===== config.mk =====
export PLATFORM = sky130hd
export DESIGN_NAME = sgl_top
export DESIGN_NICKNAME = d
export VERILOG_FILES = /design/src/hw/sgl_pkg.sv /design/src/hw/sgl_top.sv
export SDC_FILE = /design/constraint.sdc
export NUM_CORES = 1
export LEC_CHECK = 0
export ABC_CLOCK_PERIOD_IN_PS = 1900
export BUFFER_PORTS_ARGS = -buffer_cell sky130_fd_sc_hd__clkbuf_2
export CORE_MARGIN = 5
export CORE_UTILIZATION = 32
export CTS_BUF_LIST = sky130_fd_sc_hd__clkbuf_8
export DETAILED_ROUTE_END_ITERATION = 7
export GPL_TIMING_DRIVEN = 0
export SETUP_SLACK_MARGIN = 0.15
export SYNTH_ARGS = -nofsm -noshare
export SYNTH_HDL_FRONTEND = slang
export SYNTH_SLANG_ARGS = --single-unit

===== constraint.sdc =====
create_clock -name clk_in -period 1.9 [get_ports clk_in]
set_input_delay 0 -clock clk_in [delete_from_list [all_inputs] [get_ports clk_in]]
set_output_delay 0 -clock clk_in [all_outputs]
set_load 0.02 [all_outputs]

===== src/hw/sgl_pkg.sv =====
// package of constants and types for the start guard, edit lock and analog select block
// assumes a 100 MHz clock and a zero-wait-free apb slave that answers one cycle into access
package sgl_pkg;
	// clock rate and settle time after powerup before the run command is judged
	localparam int CLK_MHZ = 100;
	localparam int SETTLE_NS = 30;
	localparam int SETTLE_CYC = (SETTLE_NS * CLK_MHZ + 999) / 1000;
	// advised wait for the operator before run, in milliseconds (far side only)
	localparam int GUARD_WAIT_MS = 3000;
	// apb register byte offsets
	localparam logic [7:0] CFG_OFS = 8'h00;
	localparam logic [7:0] SLOT_OFS = 8'h04;
	localparam logic [7:0] STAT_OFS = 8'h08;
	localparam logic [7:0] INT_STAT_OFS = 8'h0C;
	localparam logic [7:0] INT_MASK_OFS = 8'h10;
	// configuration fields
	localparam int CFG_SCOPE_BIT = 0;
	localparam int CFG_LOCK_BIT = 1;
	localparam int CFG_SRC_LSB = 8;
	localparam logic [31:0] CFG_RST = 32'h0000_0000;
	localparam logic [1:0] SRC_ANALOG = 2'h1;
	// input slot assignment: five slots of five bits each
	localparam int SLOTS = 5;
	localparam int FUNC_W = 5;
	localparam logic [24:0] SLOT_RST = 25'h000_0000;
	localparam logic [4:0] FN_GUARD = 5'h0D;
	localparam logic [4:0] FN_LOCK = 5'h0F;
	localparam logic [4:0] FN_ASEL = 5'h10;
	localparam logic [4:0] FN_RESET = 5'h12;
	// error codes shown while tripped
	localparam logic [7:0] ERR_NONE = 8'h00;
	localparam logic [7:0] ERR_UV = 8'h09;
	localparam logic [7:0] ERR_GUARD = 8'h0D;
	// interrupt status bit positions
	localparam int INT_GUARD = 0;
	localparam int INT_UV = 1;
	localparam int INT_REFUSE = 2;
	localparam int INT_W = 3;
	// analog widths
	localparam int ADC_W = 10;
	localparam int FREQ_W = 11;
	// pin vector layout: run, undervoltage, keypad reset, five slots
	localparam int PIN_RUN = 0;
	localparam int PIN_UV = 1;
	localparam int PIN_KEY = 2;
	localparam int PIN_SLOT = 3;
	localparam int PIN_W = 8;
	// drive states
	typedef enum logic [2:0] {
		ST_POWERUP,
		ST_STOP,
		ST_RUN,
		ST_GUARD_TRIP,
		ST_UV_TRIP,
		ST_RESET_HOLD
	} sgl_state_t;
endpackage : sgl_pkg


===== src/hw/sgl_top.sv =====
// start guard, parameter edit lock and analog source select for a motor drive
// assumes pins arrive asynchronously; analog words come from an adc on clk_in
`timescale 1ns/1ps
module sgl_top (
	input wire logic clk_in,
	input wire logic rst_n_in,
	input wire logic [7:0] paddr_in,
	input wire logic psel_in,
	input wire logic penable_in,
	input wire logic pwrite_in,
	input wire logic [31:0] pwdata_in,
	output logic [31:0] prdata_out,
	output logic pready_out,
	output logic pslverr_out,
	input wire logic run_cmd_in,
	input wire logic undervolt_in,
	input wire logic keypad_reset_in,
	input wire logic [4:0] slot_level_in,
	input wire logic edit_req_in,
	input wire logic edit_is_freq_in,
	input wire logic [9:0] volt_analog_in,
	input wire logic [9:0] current_analog_in,
	output logic drive_out,
	output logic trip_out,
	output logic [7:0] err_code_out,
	output logic edit_ack_out,
	output logic edit_refused_out,
	output logic [10:0] freq_cmd_out,
	output logic freq_valid_out,
	output logic irq_out
);
	////////////////////////////////////////////////////////////////////////////////
	// function decode helpers
	// true if any slot holding the code is on; all levels high asks only whether it is held
	function automatic logic fn_on(input logic [24:0] funcs, input logic [4:0] lvl,
			input logic [4:0] code);
		logic hit;
		hit = 1'b0;
		for (int i = 0; i < sgl_pkg::SLOTS; i++) begin
			if (funcs[i*sgl_pkg::FUNC_W +: sgl_pkg::FUNC_W] == code && lvl[i]) begin
				hit = 1'b1;
			end
		end
		return hit;
	endfunction : fn_on
	////////////////////////////////////////////////////////////////////////////////
	// pin synchronisers
	logic [7:0] pin_meta_reg; // first stage, read only by the second
	logic [7:0] pin_sync_reg; // settled pin levels
	logic key_prev_reg; // settled key level one cycle back, for the press edge
	logic [7:0] pin_raw;
	assign pin_raw = {slot_level_in, keypad_reset_in, undervolt_in, run_cmd_in};

	// two flops per pin
	always_ff @(posedge clk_in) begin
		if (!rst_n_in) begin
			pin_meta_reg <= 8'h00;
			pin_sync_reg <= 8'h00;
			key_prev_reg <= 1'b0; // key idles released, so no false press follows reset
		end else begin
			pin_meta_reg <= pin_raw;
			pin_sync_reg <= pin_meta_reg;
			key_prev_reg <= pin_sync_reg[sgl_pkg::PIN_KEY];
		end
	end

	logic run_on; // run command level
	logic uv_on; // undervoltage level
	logic key_on; // keypad stop/reset level
	logic key_press; // one cycle on press
	logic [4:0] slot_lvl; // slot levels
	assign run_on = pin_sync_reg[sgl_pkg::PIN_RUN];
	assign uv_on = pin_sync_reg[sgl_pkg::PIN_UV];
	assign key_on = pin_sync_reg[sgl_pkg::PIN_KEY];
	assign slot_lvl = pin_sync_reg[sgl_pkg::PIN_SLOT +: sgl_pkg::SLOTS];
	assign key_press = key_on && !key_prev_reg;
	////////////////////////////////////////////////////////////////////////////////
	// apb slave and registers
	logic [31:0] cfg_reg; // scope, lock and source settings
	logic [24:0] slot_reg; // slot function codes
	logic [2:0] int_stat_reg; // sticky events
	logic [2:0] int_mask_reg; // event enables
	logic [2:0] int_set; // events this cycle
	logic acc; // access phase
	logic wr_en; // write taking effect
	logic [31:0] rd_mux; // read data
	logic rd_err; // unmapped address
	sgl_pkg::sgl_state_t state_reg;
	sgl_pkg::sgl_state_t state_next;
	assign acc = psel_in && penable_in;
	assign wr_en = acc && pwrite_in && pready_out && !pslverr_out;

	// address decode for reads and error
	always_comb begin
		rd_mux = 32'h0000_0000;
		rd_err = 1'b0;
		if (paddr_in == sgl_pkg::CFG_OFS) begin
			rd_mux = cfg_reg;
		end else if (paddr_in == sgl_pkg::SLOT_OFS) begin
			rd_mux = {7'h00, slot_reg};
		end else if (paddr_in == sgl_pkg::STAT_OFS) begin
			rd_mux = {16'h0000, err_code_out, 5'h00, 3'(state_reg)};
		end else if (paddr_in == sgl_pkg::INT_STAT_OFS) begin
			rd_mux = {29'h0000_0000, int_stat_reg};
		end else if (paddr_in == sgl_pkg::INT_MASK_OFS) begin
			rd_mux = {29'h0000_0000, int_mask_reg};
		end else begin
			rd_err = 1'b1;
		end
	end

	// answer one cycle into the access phase
	always_ff @(posedge clk_in) begin
		if (!rst_n_in) begin
			pready_out <= 1'b0;
			pslverr_out <= 1'b0;
			prdata_out <= 32'h0000_0000;
		end else begin
			pready_out <= acc && !pready_out;
			pslverr_out <= acc && !pready_out && rd_err;
			if (acc && !pready_out && !pwrite_in) begin
				prdata_out <= rd_mux;
			end
		end
	end

	// writable configuration
	always_ff @(posedge clk_in) begin
		if (!rst_n_in) begin
			cfg_reg <= sgl_pkg::CFG_RST;
			slot_reg <= sgl_pkg::SLOT_RST;
			int_mask_reg <= 3'h0;
		end else if (wr_en) begin
			if (paddr_in == sgl_pkg::CFG_OFS) begin
				cfg_reg <= pwdata_in;
			end else if (paddr_in == sgl_pkg::SLOT_OFS) begin
				slot_reg <= pwdata_in[24:0];
			end else if (paddr_in == sgl_pkg::INT_MASK_OFS) begin
				int_mask_reg <= pwdata_in[2:0];
			end
		end
	end

	// sticky events, a new event beats a write-one clear
	always_ff @(posedge clk_in) begin
		if (!rst_n_in) begin
			int_stat_reg <= 3'h0;
		end else if (wr_en && paddr_in == sgl_pkg::INT_STAT_OFS) begin
			int_stat_reg <= (int_stat_reg & ~pwdata_in[2:0]) | int_set;
		end else begin
			int_stat_reg <= int_stat_reg | int_set;
		end
	end

	// level interrupt from unmasked events
	always_ff @(posedge clk_in) begin
		if (!rst_n_in) begin
			irq_out <= 1'b0;
		end else begin
			irq_out <= |(int_stat_reg & int_mask_reg);
		end
	end

	////////////////////////////////////////////////////////////////////////////////
	// live slot functions
	logic guard_on; // start guard enabled
	logic lock_in_on; // edit lock input on
	logic asel_set; // select function present
	logic asel_on; // current input chosen
	logic rs_on; // reset input held
	assign guard_on = fn_on(slot_reg, slot_lvl, sgl_pkg::FN_GUARD);
	assign lock_in_on = fn_on(slot_reg, slot_lvl, sgl_pkg::FN_LOCK);
	assign asel_set = fn_on(slot_reg, 5'h1F, sgl_pkg::FN_ASEL);
	assign asel_on = fn_on(slot_reg, slot_lvl, sgl_pkg::FN_ASEL);
	assign rs_on = fn_on(slot_reg, slot_lvl, sgl_pkg::FN_RESET);

	////////////////////////////////////////////////////////////////////////////////
	// drive state machine
	logic [1:0] settle_reg; // powerup settle count
	logic settled; // inputs judged
	logic from_guard_reg; // reset hold entered from guard trip
	assign settled = (settle_reg == 2'(sgl_pkg::SETTLE_CYC));
	// next state
	always_comb begin
		state_next = state_reg;
		if (rs_on) begin
			state_next = sgl_pkg::ST_RESET_HOLD;
		end else begin
			case (state_reg)
				sgl_pkg::ST_POWERUP: begin
					if (settled && run_on && guard_on) begin
						state_next = sgl_pkg::ST_GUARD_TRIP;
					end else if (settled && run_on) begin
						state_next = sgl_pkg::ST_RUN;
					end else if (settled) begin
						state_next = sgl_pkg::ST_STOP;
					end
				end
				sgl_pkg::ST_STOP: begin
					if (uv_on) begin
						state_next = sgl_pkg::ST_UV_TRIP;
					end else if (run_on) begin
						state_next = sgl_pkg::ST_RUN;
					end
				end
				sgl_pkg::ST_RUN: begin
					if (uv_on) begin
						state_next = sgl_pkg::ST_UV_TRIP;
					end else if (!run_on) begin
						state_next = sgl_pkg::ST_STOP;
					end
				end
				sgl_pkg::ST_GUARD_TRIP: begin
					if (!run_on) begin
						state_next = sgl_pkg::ST_STOP;
					end else if (key_press) begin
						state_next = sgl_pkg::ST_RUN;
					end
				end
				sgl_pkg::ST_UV_TRIP: begin
					if (key_press) begin
						state_next = sgl_pkg::ST_POWERUP;
					end
				end
				sgl_pkg::ST_RESET_HOLD: begin
					if (from_guard_reg && run_on) begin
						state_next = sgl_pkg::ST_RUN;
					end else if (from_guard_reg) begin
						state_next = sgl_pkg::ST_STOP;
					end else begin
						state_next = sgl_pkg::ST_POWERUP;
					end
				end
				default: begin
					state_next = sgl_pkg::ST_POWERUP;
				end
			endcase
		end
	end

	// state, settle count and outputs tied to the next state
	always_ff @(posedge clk_in) begin
		if (!rst_n_in) begin
			state_reg <= sgl_pkg::ST_POWERUP;
			settle_reg <= 2'h0;
			from_guard_reg <= 1'b0;
			drive_out <= 1'b0;
			trip_out <= 1'b0;
			err_code_out <= sgl_pkg::ERR_NONE;
		end else begin
			state_reg <= state_next;
			settle_reg <= (state_reg == sgl_pkg::ST_POWERUP && !settled) ? settle_reg + 2'h1 : 2'h0;
			if (state_reg != sgl_pkg::ST_RESET_HOLD) begin
				from_guard_reg <= (state_reg == sgl_pkg::ST_GUARD_TRIP);
			end
			drive_out <= (state_next == sgl_pkg::ST_RUN);
			trip_out <= (state_next == sgl_pkg::ST_GUARD_TRIP) || (state_next == sgl_pkg::ST_UV_TRIP);
			if (state_next == sgl_pkg::ST_GUARD_TRIP) begin
				err_code_out <= sgl_pkg::ERR_GUARD;
			end else if (state_next == sgl_pkg::ST_UV_TRIP) begin
				err_code_out <= sgl_pkg::ERR_UV;
			end else begin
				err_code_out <= sgl_pkg::ERR_NONE;
			end
		end
	end
	assign int_set[sgl_pkg::INT_GUARD] = (state_next == sgl_pkg::ST_GUARD_TRIP) &&
		(state_reg != sgl_pkg::ST_GUARD_TRIP);
	assign int_set[sgl_pkg::INT_UV] = (state_next == sgl_pkg::ST_UV_TRIP) &&
		(state_reg != sgl_pkg::ST_UV_TRIP);
	////////////////////////////////////////////////////////////////////////////////
	// parameter edit lock
	logic lock_active; // lock by input or setting
	logic edit_block; // this request is refused
	assign lock_active = lock_in_on || cfg_reg[sgl_pkg::CFG_LOCK_BIT];
	// frequency stays editable unless the scope bit locks it too
	assign edit_block = lock_active && !(edit_is_freq_in && !cfg_reg[sgl_pkg::CFG_SCOPE_BIT]);
	assign int_set[sgl_pkg::INT_REFUSE] = edit_req_in && edit_block;

	// one cycle answer to each edit request
	always_ff @(posedge clk_in) begin
		if (!rst_n_in) begin
			edit_ack_out <= 1'b0;
			edit_refused_out <= 1'b0;
		end else begin
			edit_ack_out <= edit_req_in && !edit_block;
			edit_refused_out <= edit_req_in && edit_block;
		end
	end

	////////////////////////////////////////////////////////////////////////////////
	// analog frequency source
	// setpoint chosen by select input, or summed when no slot holds it
	always_ff @(posedge clk_in) begin
		if (!rst_n_in) begin
			freq_cmd_out <= 11'h000;
			freq_valid_out <= 1'b0;
		end else if (cfg_reg[sgl_pkg::CFG_SRC_LSB +: 2] != sgl_pkg::SRC_ANALOG) begin
			freq_cmd_out <= 11'h000;
			freq_valid_out <= 1'b0;
		end else if (!asel_set) begin
			freq_cmd_out <= {1'b0, volt_analog_in} + {1'b0, current_analog_in};
			freq_valid_out <= 1'b1;
		end else if (asel_on) begin
			freq_cmd_out <= {1'b0, current_analog_in};
			freq_valid_out <= 1'b1;
		end else begin
			freq_cmd_out <= {1'b0, volt_analog_in};
			freq_valid_out <= 1'b1;
		end
	end

	////////////////////////////////////////////////////////////////////////////////
	// checks
	a_guard_trip_entry: assert property (@(posedge clk_in) disable iff (!rst_n_in)
		state_reg == sgl_pkg::ST_POWERUP && settled && run_on && guard_on && !rs_on
		|=> trip_out && !drive_out && err_code_out == 8'h0D)
		else $error("guard trip not entered at powerup");
	a_auto_start: assert property (@(posedge clk_in) disable iff (!rst_n_in)
		state_reg == sgl_pkg::ST_POWERUP && settled && run_on && !guard_on && !rs_on
		|=> drive_out)
		else $error("no start after powerup");
	a_guard_clear: assert property (@(posedge clk_in) disable iff (!rst_n_in)
		state_reg == sgl_pkg::ST_GUARD_TRIP && !run_on |=> !trip_out)
		else $error("guard alarm not cleared");
	a_rerun_start: assert property (@(posedge clk_in) disable iff (!rst_n_in)
		state_reg == sgl_pkg::ST_STOP && run_on && !uv_on && !rs_on |=> drive_out)
		else $error("run again did not start");
	a_rs_resume: assert property (@(posedge clk_in) disable iff (!rst_n_in)
		state_reg == sgl_pkg::ST_RESET_HOLD && from_guard_reg && !rs_on && run_on |=> drive_out)
		else $error("no resume after reset");
	a_uv_recheck: assert property (@(posedge clk_in) disable iff (!rst_n_in)
		state_reg == sgl_pkg::ST_RESET_HOLD && !from_guard_reg && !rs_on
		|=> state_reg == sgl_pkg::ST_POWERUP)
		else $error("guard check skipped after reset");
	a_lock_refuse: assert property (@(posedge clk_in) disable iff (!rst_n_in)
		edit_req_in && lock_in_on && !edit_is_freq_in |=> edit_refused_out && !edit_ack_out)
		else $error("edit accepted under lock");
	a_unlock_accept: assert property (@(posedge clk_in) disable iff (!rst_n_in)
		edit_req_in && !lock_active |=> edit_ack_out && !edit_refused_out)
		else $error("edit refused without lock");
	a_asel_current: assert property (@(posedge clk_in) disable iff (!rst_n_in)
		cfg_reg[9:8] == 2'h1 && asel_set && asel_on
		|=> freq_cmd_out == {1'b0, $past(current_analog_in)})
		else $error("current input not used");
	a_reset_hold: assert property (@(posedge clk_in) disable iff (!rst_n_in)
		rs_on |=> !drive_out && !trip_out)
		else $error("reset did not stop drive");
endmodule : sgl_top


==> key figures, run 1 <==
Place
  – Placed cells: 1,032
  – Placed Instance Area: 0.006893 sq mm
  – Global placement routability congestion: 0.8829
  – Port Buf Inserts: 125
  – Dpl hpwl: 12.93 mm

GRT
  – Remaining global-route overflow: 0
  – GRT Overall Usage: 0.1675
  – Largest net degree at the start of global routing: 17
  – Vias in the first global route: 5,408
  – Initial antenna violation count: 0
  – First-pass GRT wire length: 28.88 mm

Synth
  – Adder-Cell Fraction of Synth Area: 0.02646
  – Yosys warns: 0
  – Mux contribution to synthesized area: 0.06216
  – EDFF count, synth: 0
  – Gate Count Post-Synth: 669
  – Ys async rst share: 0
  – Largest family of logic cells by synthesized area: simple AND/OR/NAND/NOR gates
  – Simple-gate area share of the yosys netlist: 0.2157
  – Count of cell types in the netlist: 60
  – Syn avg cell area: 8.906 sq um
  – Synthesized cell area: 0.005958 sq mm
  – XOR/XNOR Fraction of Synth Area: 0.01176
  – #FFs+latches synth: 138
  – Ys flop type: dfxtp_1
  – Seq/Total Area, Yosys: 0.4637
  – Synth Area in Compound Gates: 0.1573

STA
  – Fmax: 589.9 MHz
  – Final hold slack: -0.02812 ns
  – Final setup vio count: 0
  – Clk_skew: 0.01291 ns
  – Worst Max-Slew Pin Slew: 0.6443 ns
  – Unrepaired setup endpoints after global routing: yes
  – Final period util: 0.8923
  – Fin. max-slew vios: 0
  – Tmin final: 1.695 ns
  – Final Hold Violating Endpoints: 1
  – Relative slew margins: 0.5705

Worst setup path
  – Crit path launch type: flop
  – Critical path, cell by cell: or3_4 -> buf_6 -> buf_8 -> buf_8 -> a222oi_1 -> nor2_1
  – Crit Path Max Fanout: 10
  – Worst EP arrival: 2.02 ns
  – Buffers & Inverters on Critical Path: 3
  – Critical path required time: 2.22 ns
  – CP top delay family: simple AND/OR/NAND/NOR gates
  – CP Class: reg -> reg
  – Crit-path slowest cell: or3_4
  – Crit. End Element: flop
  – Most frequent CP cell: buf_8
  – Crit-path max cell delay: 0.39 ns

Layout
  – Commonest non-fill, non-tap cell in the layout: clkbuf_2
  – Commonest cells after routing, fill and taps aside: clkbuf_2, dfxtp_1, nand2_1
  – Fraction of layout instances using a drive strength above 1: 0.2695
  – Antenna Cells: 0
  – Finished Core Util: 0.4572
  – Non-filler cells in the finished layout: 1,143
  – Syn-to-layout area delta: 42.08%
  – Finished Cell Area: 0.008466 sq mm
  – Nets@finish: 984

Detailed routing
  – Number of remaining DRC errors: 0
  – Pre-antenna DRT Iters: 6
  – Wire per inst: 15.83 um
  – DRT antenna net count: 0
  – Via count: 5,591
  – Drt via density: 4.892
  – Routed WL: 18.10 mm
  – Starting DRT DRC Count: 287

Clock network
  – H-tree Lvls: 4
  – CTS Sinks: 138
  – Clk slew on worst S/H paths: 0.08 ns
  – TritonCTS buffer count: 17
  – Root Driver: clkbuf_8
  – CTS tree: yes
  – Clock Latency Late Sink: 0.45 ns
  – Clock Tree Buf Depth: 2

Power
  – VDD IR max: 405.3 uV
  – Leakage: 3.644 nW
  – Pwr/cell area: 744.8 mW/mm^2

Die
  – Rows: 50
  – Initial Util: 0.3218
  – DIE AREA: 0.02145 sq mm
  – Die height: 146.5 um
  – Core footprint: 0.01852 sq mm
  – Die W: 146.5 um
  – IO Count: 134

Job
  – Max-cap check violation count: 0

Run status
  – Status: complete, but fails checks
  – Failing checks: hold timing

Worst hold path
  – Worst Hold Class: in -> reg
## per-layer routing
| layer | GRT usage | routed length [um] | vias up |
|---|---|---|---|
| li1 | - | - | 2808 |
| met1 | 0.2168 | 8206 | 2588 |
| met2 | 0.2727 | 8499 | 166 |
| met3 | 0.04066 | 1040 | 29 |
| met4 | 0.05974 | 349 | 0 |
| met5 | 0 | 0 | - |
## Yosys cell counts (all sizes together) (12+ instances only)
master	number	area, sq um
a21oi	61	305.3
a222oi	20	200.2
a31oi	12	75.07
and2	19	118.9
buf	25	205.2
clkbuf	22	82.58
dfxtp	138	2763
inv	19	71.32
mux2i	37	370.4
nand2	95	366.6
nand3	13	65.06
nor2	76	301.5
o21ai	21	105.1
## tightest hold or removal path: stages
cell,delay (ns)
clkbuf_2,0.09
ha_1,0.11
o21ai_0,0.07
a21oi_1,0.11
## through the flow
step,worst slack [ns],setup TNS [ns],total power [mW],hold slack (ns)
2_1_floorplan,0.1769,0,3.300,0.1273
3_3_place_gp,-0.3399,-11.29,3.481,0.2088
3_5_place_dp,-0.3048,-11.98,3.486,0.2123
4_1_cts,0.1595,0,6.316,-0.1512
5_1_grt,0.1231,0,6.543,0.01910
6_report,0.2047,0,6.306,-0.02812
## cells by family after synthesis
group | after synthesis
muxes | 37
adders and majority gates | 12
AOI/OAI and AO/OA | 146
xor gates and xnor gates | 8
other | 1
buffers and inverters | 68
and+or+nand+nor | 259
DFF | 138
## path summary, 6_finish.rpt
check        slack (ns)  cells after the start                  startpoint                           to
min               -0.03                      4        current_analog_in[0]   freq_cmd_out[0]$_SDFF_PP0_
min reg2reg        0.42                      1  pin_meta_reg[0]$_SDFF_PN0_   pin_sync_reg[0]$_SDFF_PN0_
max                0.20                      6       pready_out$_SDFF_PN0_  prdata_out[14]$_SDFFE_PN0P_
max reg2reg        0.20                      6       pready_out$_SDFF_PN0_  prdata_out[14]$_SDFFE_PN0P_
## area by class of cell
cell class                      count  area [sq um]
Fill cell                        1827         10050
Multi-Input combinational cell    467          3024
Sequential cell                   138          2783
Timing Repair Buffer              205          1448
Buffer                             48         394.1
Tap cell                          234         292.8
Clock buffer                       18         247.7
Clock inverter                     13         201.4
Inverter                           20         75.07
## where the power goes
| part | internal (mW) | switching (mW) |
|---|---|---|
| sequential | 2.93 | 0.0177 |
| combinational | 0.310 | 0.324 |
| clock | 1.58 | 1.15 |
## what timing repair did
| action | 4_1_cts | 5_1_grt |
|---|---|---|
| endpoints found under the hold margin | 89 | 1 |
| pin swaps | 5 | 12 |
| setup buffers | 4 | 6 |
| gates resized for setup | 27 | 69 |
| hold buffers | 66 | 2 |
| setup endpoints to repair | 98 | 96 |
| gates cloned | 0 | 2 |
(Power assumes the default switching activity.)
==> run 2: changes to the inputs <==
- CORE_UTILIZATION: 32 -> 56
- HOLD_SLACK_MARGIN: default -> 0.08
- PLACE_DENSITY: default -> 0.82
==> key figures, run 2 (same netlist as run 1, synthesis figures left out) <==
Run status
  – Status: complete, but fails checks
  – Failing checks: hold timing

Layout
  – Commonest non-fill, non-tap cell in the layout: clkbuf_2
  – Syn-to-layout area delta: 41.05%
  – Fillers: 662
  – Commonest cells after routing, fill and taps aside: clkbuf_2, dfxtp_1, nand2_1
  – Antenna Cells: 0
  – Fraction of layout instances using a drive strength above 1: 0.2782
  – Nets@finish: 987
  – Finished Core Util: 0.8104

Worst setup path
  – Crit Path Max Fanout: 6
  – Crit path launch type: flop
  – Worst EP arrival: 2.10 ns
  – Crit-path max cell delay: 0.36 ns
  – CP Class: reg -> reg
  – Critical path, cell by cell: or3_4 -> buf_6 -> nor4_4 -> buf_6 -> buf_8 -> buf_4 -> a21oi_1
  – Buffers & Inverters on Critical Path: 4
  – Reg-to-reg critical path startpoint: pready_out$_SDFF_PN0_
  – Flop2flop setup slack: 0.14 ns
  – Crit. End Element: flop
  – Worst Setup SP: pready_out$_SDFF_PN0_
  – Most frequent CP cell: buf_6
  – Crit-path slowest cell: or3_4
  – CP top delay family: simple AND/OR/NAND/NOR gates
  – Critical path required time: 2.25 ns
  – Cell count of the worst reg-to-reg path: 7
  – FF-to-FF End: prdata_out[8]$_SDFFE_PN0P_

STA
  – Final hold slack: -0.1060 ns
  – Final Hold Violating Endpoints: 1
  – Fin. max-slew vios: 0
  – Final setup vio count: 0
  – Relative slew margins: 0.5295
  – Clk_skew: 0.01049 ns
  – Final period util: 0.9246
  – Tmin final: 1.757 ns
  – Unrepaired setup endpoints after global routing: yes
  – Fmax: 569.2 MHz
  – Worst Max-Slew Pin Slew: 0.7058 ns

Power
  – Total power: 6.049 mW
  – Clock power frac: 0.402
  – VDD IR max: 502.3 uV
  – Reg power frac: 0.487
  – Pint: 4.557 mW
  – Leakage: 3.650 nW
  – Pwr/cell area: 719.7 mW/mm^2
  – Net switching power: 1.491 mW
  – Comb pwr share: 0.111
  – Sw Ratio: 0.2466

Clock network
  – CTS tree: yes
  – Cts hold-fix bufs: 69
  – Root Driver: clkbuf_8
  – Clk slew on worst S/H paths: 0.08 ns
  – CTS Sinks: 138
  – Clock Tree Buf Depth: 2
  – H-tree Lvls: 4
  – TritonCTS buffer count: 17
  – Clock Latency Late Sink: 0.46 ns

Worst hold path
  – Worst Hold Class: in -> reg
  – Hold_sp: volt_analog_in[0]
  – Hold depth: 3
  – Worst Hold End: freq_cmd_out[0]$_SDFF_PP0_

Die
  – Die W: 113.2 um
  – Rows: 37
  – Initial Util: 0.5746
  – DIE AREA: 0.01280 sq mm
  – Core footprint: 0.01037 sq mm
  – Die height: 113.2 um
  – IO Count: 134

Detailed routing
  – Pre-antenna DRT Iters: 6
  – Number of remaining DRC errors: 0
  – DRT antenna net count: 0
  – Wire per inst: 18.90 um
  – Via count: 6,228
  – Drt via density: 5.937
  – Routed WL: 19.82 mm
  – Starting DRT DRC Count: 675

Place
  – Global placement routability congestion: 0.9280
  – Dpl hpwl: 12.22 mm
  – Port Buf Inserts: 125

GRT
  – GRT Overall Usage: 0.2836
  – First-pass GRT wire length: 28.99 mm
  – Largest net degree at the start of global routing: 17
  – Initial antenna violation count: 0
  – Vias in the first global route: 5,935
  – Remaining global-route overflow: 0

Job
  – Max-cap check violation count: 0
[run 2: cell count changes in the layout (fill, tap and decap cells not counted), sizes merged]
cell         change
bufinv           -2
inv              +1
clkinvlp         +2
buf              -1
clkbuf           +3
dlygate4sd3      +1
[run 2: worst max path at each step]
stage	endpoint	slack, ns	cells after the start
2_1_floorplan	prdata_out[5]$_SDFFE_PN0P_	0.18	6
3_3_place_gp	freq_cmd_out[0]$_SDFF_PP0_	-0.19	6
3_5_place_dp	prdata_out[16]$_SDFFE_PN0P_	-0.24	8
4_1_cts	cfg_reg[15]$_SDFFE_PN0P_	0.14	8
5_1_grt	freq_cmd_out[10]$_SDFF_PP0_	0.08	9
6_report	prdata_out[8]$_SDFFE_PN0P_	0.14	7
[run 2: worst min-delay path, stage by stage]
cell and delay, ns:
clkbuf_2 0.10, mux2i_1 0.07, a21oi_1 0.14
[run 2: through the flow]
step	worst slack [ns]	cells	setup TNS, ns	cell area, sq um
6_report	0.1432	1049	0	8404
5_1_grt	0.07736	1049	0	8404
4_1_cts	0.1440	1037	0	7970
3_5_place_dp	-0.2373	934	-8.335	6770
3_3_place_gp	-0.1897	934	-4.801	6770
2_1_floorplan	0.1769	673	0	5974
[run 2: final cells by class]
cell class	count	area [sq um]	area share
Buffer	48	407.9	0.04853
Clock buffer	18	247.7	0.02948
Clock inverter	14	156.4	0.01861
Inverter	20	75.07	0.008933
Multi-Input combinational cell	467	3057	0.3637
Sequential cell	138	2780	0.3308
Tap cell	136	170.2	0.02025
Timing Repair Buffer	208	1510	0.1797
[run 2: power by group through the flow]
stage	clock network, mW	logic [mW]	registers, mW
after global placement	0	0.448	3.01
after global routing	2.57	0.718	2.95
after detailed placement	0	0.465	3.01
after floorplan	0	0.289	3.01
final	2.43	0.669	2.95
after CTS	2.44	0.592	2.95
[run 2: what timing repair did]
| item | in CTS | in global routing |
|---|---|---|
| gates cloned | 0 | 6 |
| setup endpoints to repair | 91 | 95 |
| gates resized for setup | 22 | 79 |
| pin swaps | 5 | 18 |
| setup buffers | 2 | 6 |
| hold endpoints to repair | 94 | 1 |
[run 2: per-layer routing]
metal / part of all wire / up-vias / GRT usage
li1: - / 2816 / -
met1: 0.38 / 2974 / 0.3413
met2: 0.50 / 368 / 0.4724
met3: 0.086 / 70 / 0.06684
met4: 0.035 / 0 / 0.1450
met5: 0 / - / 0
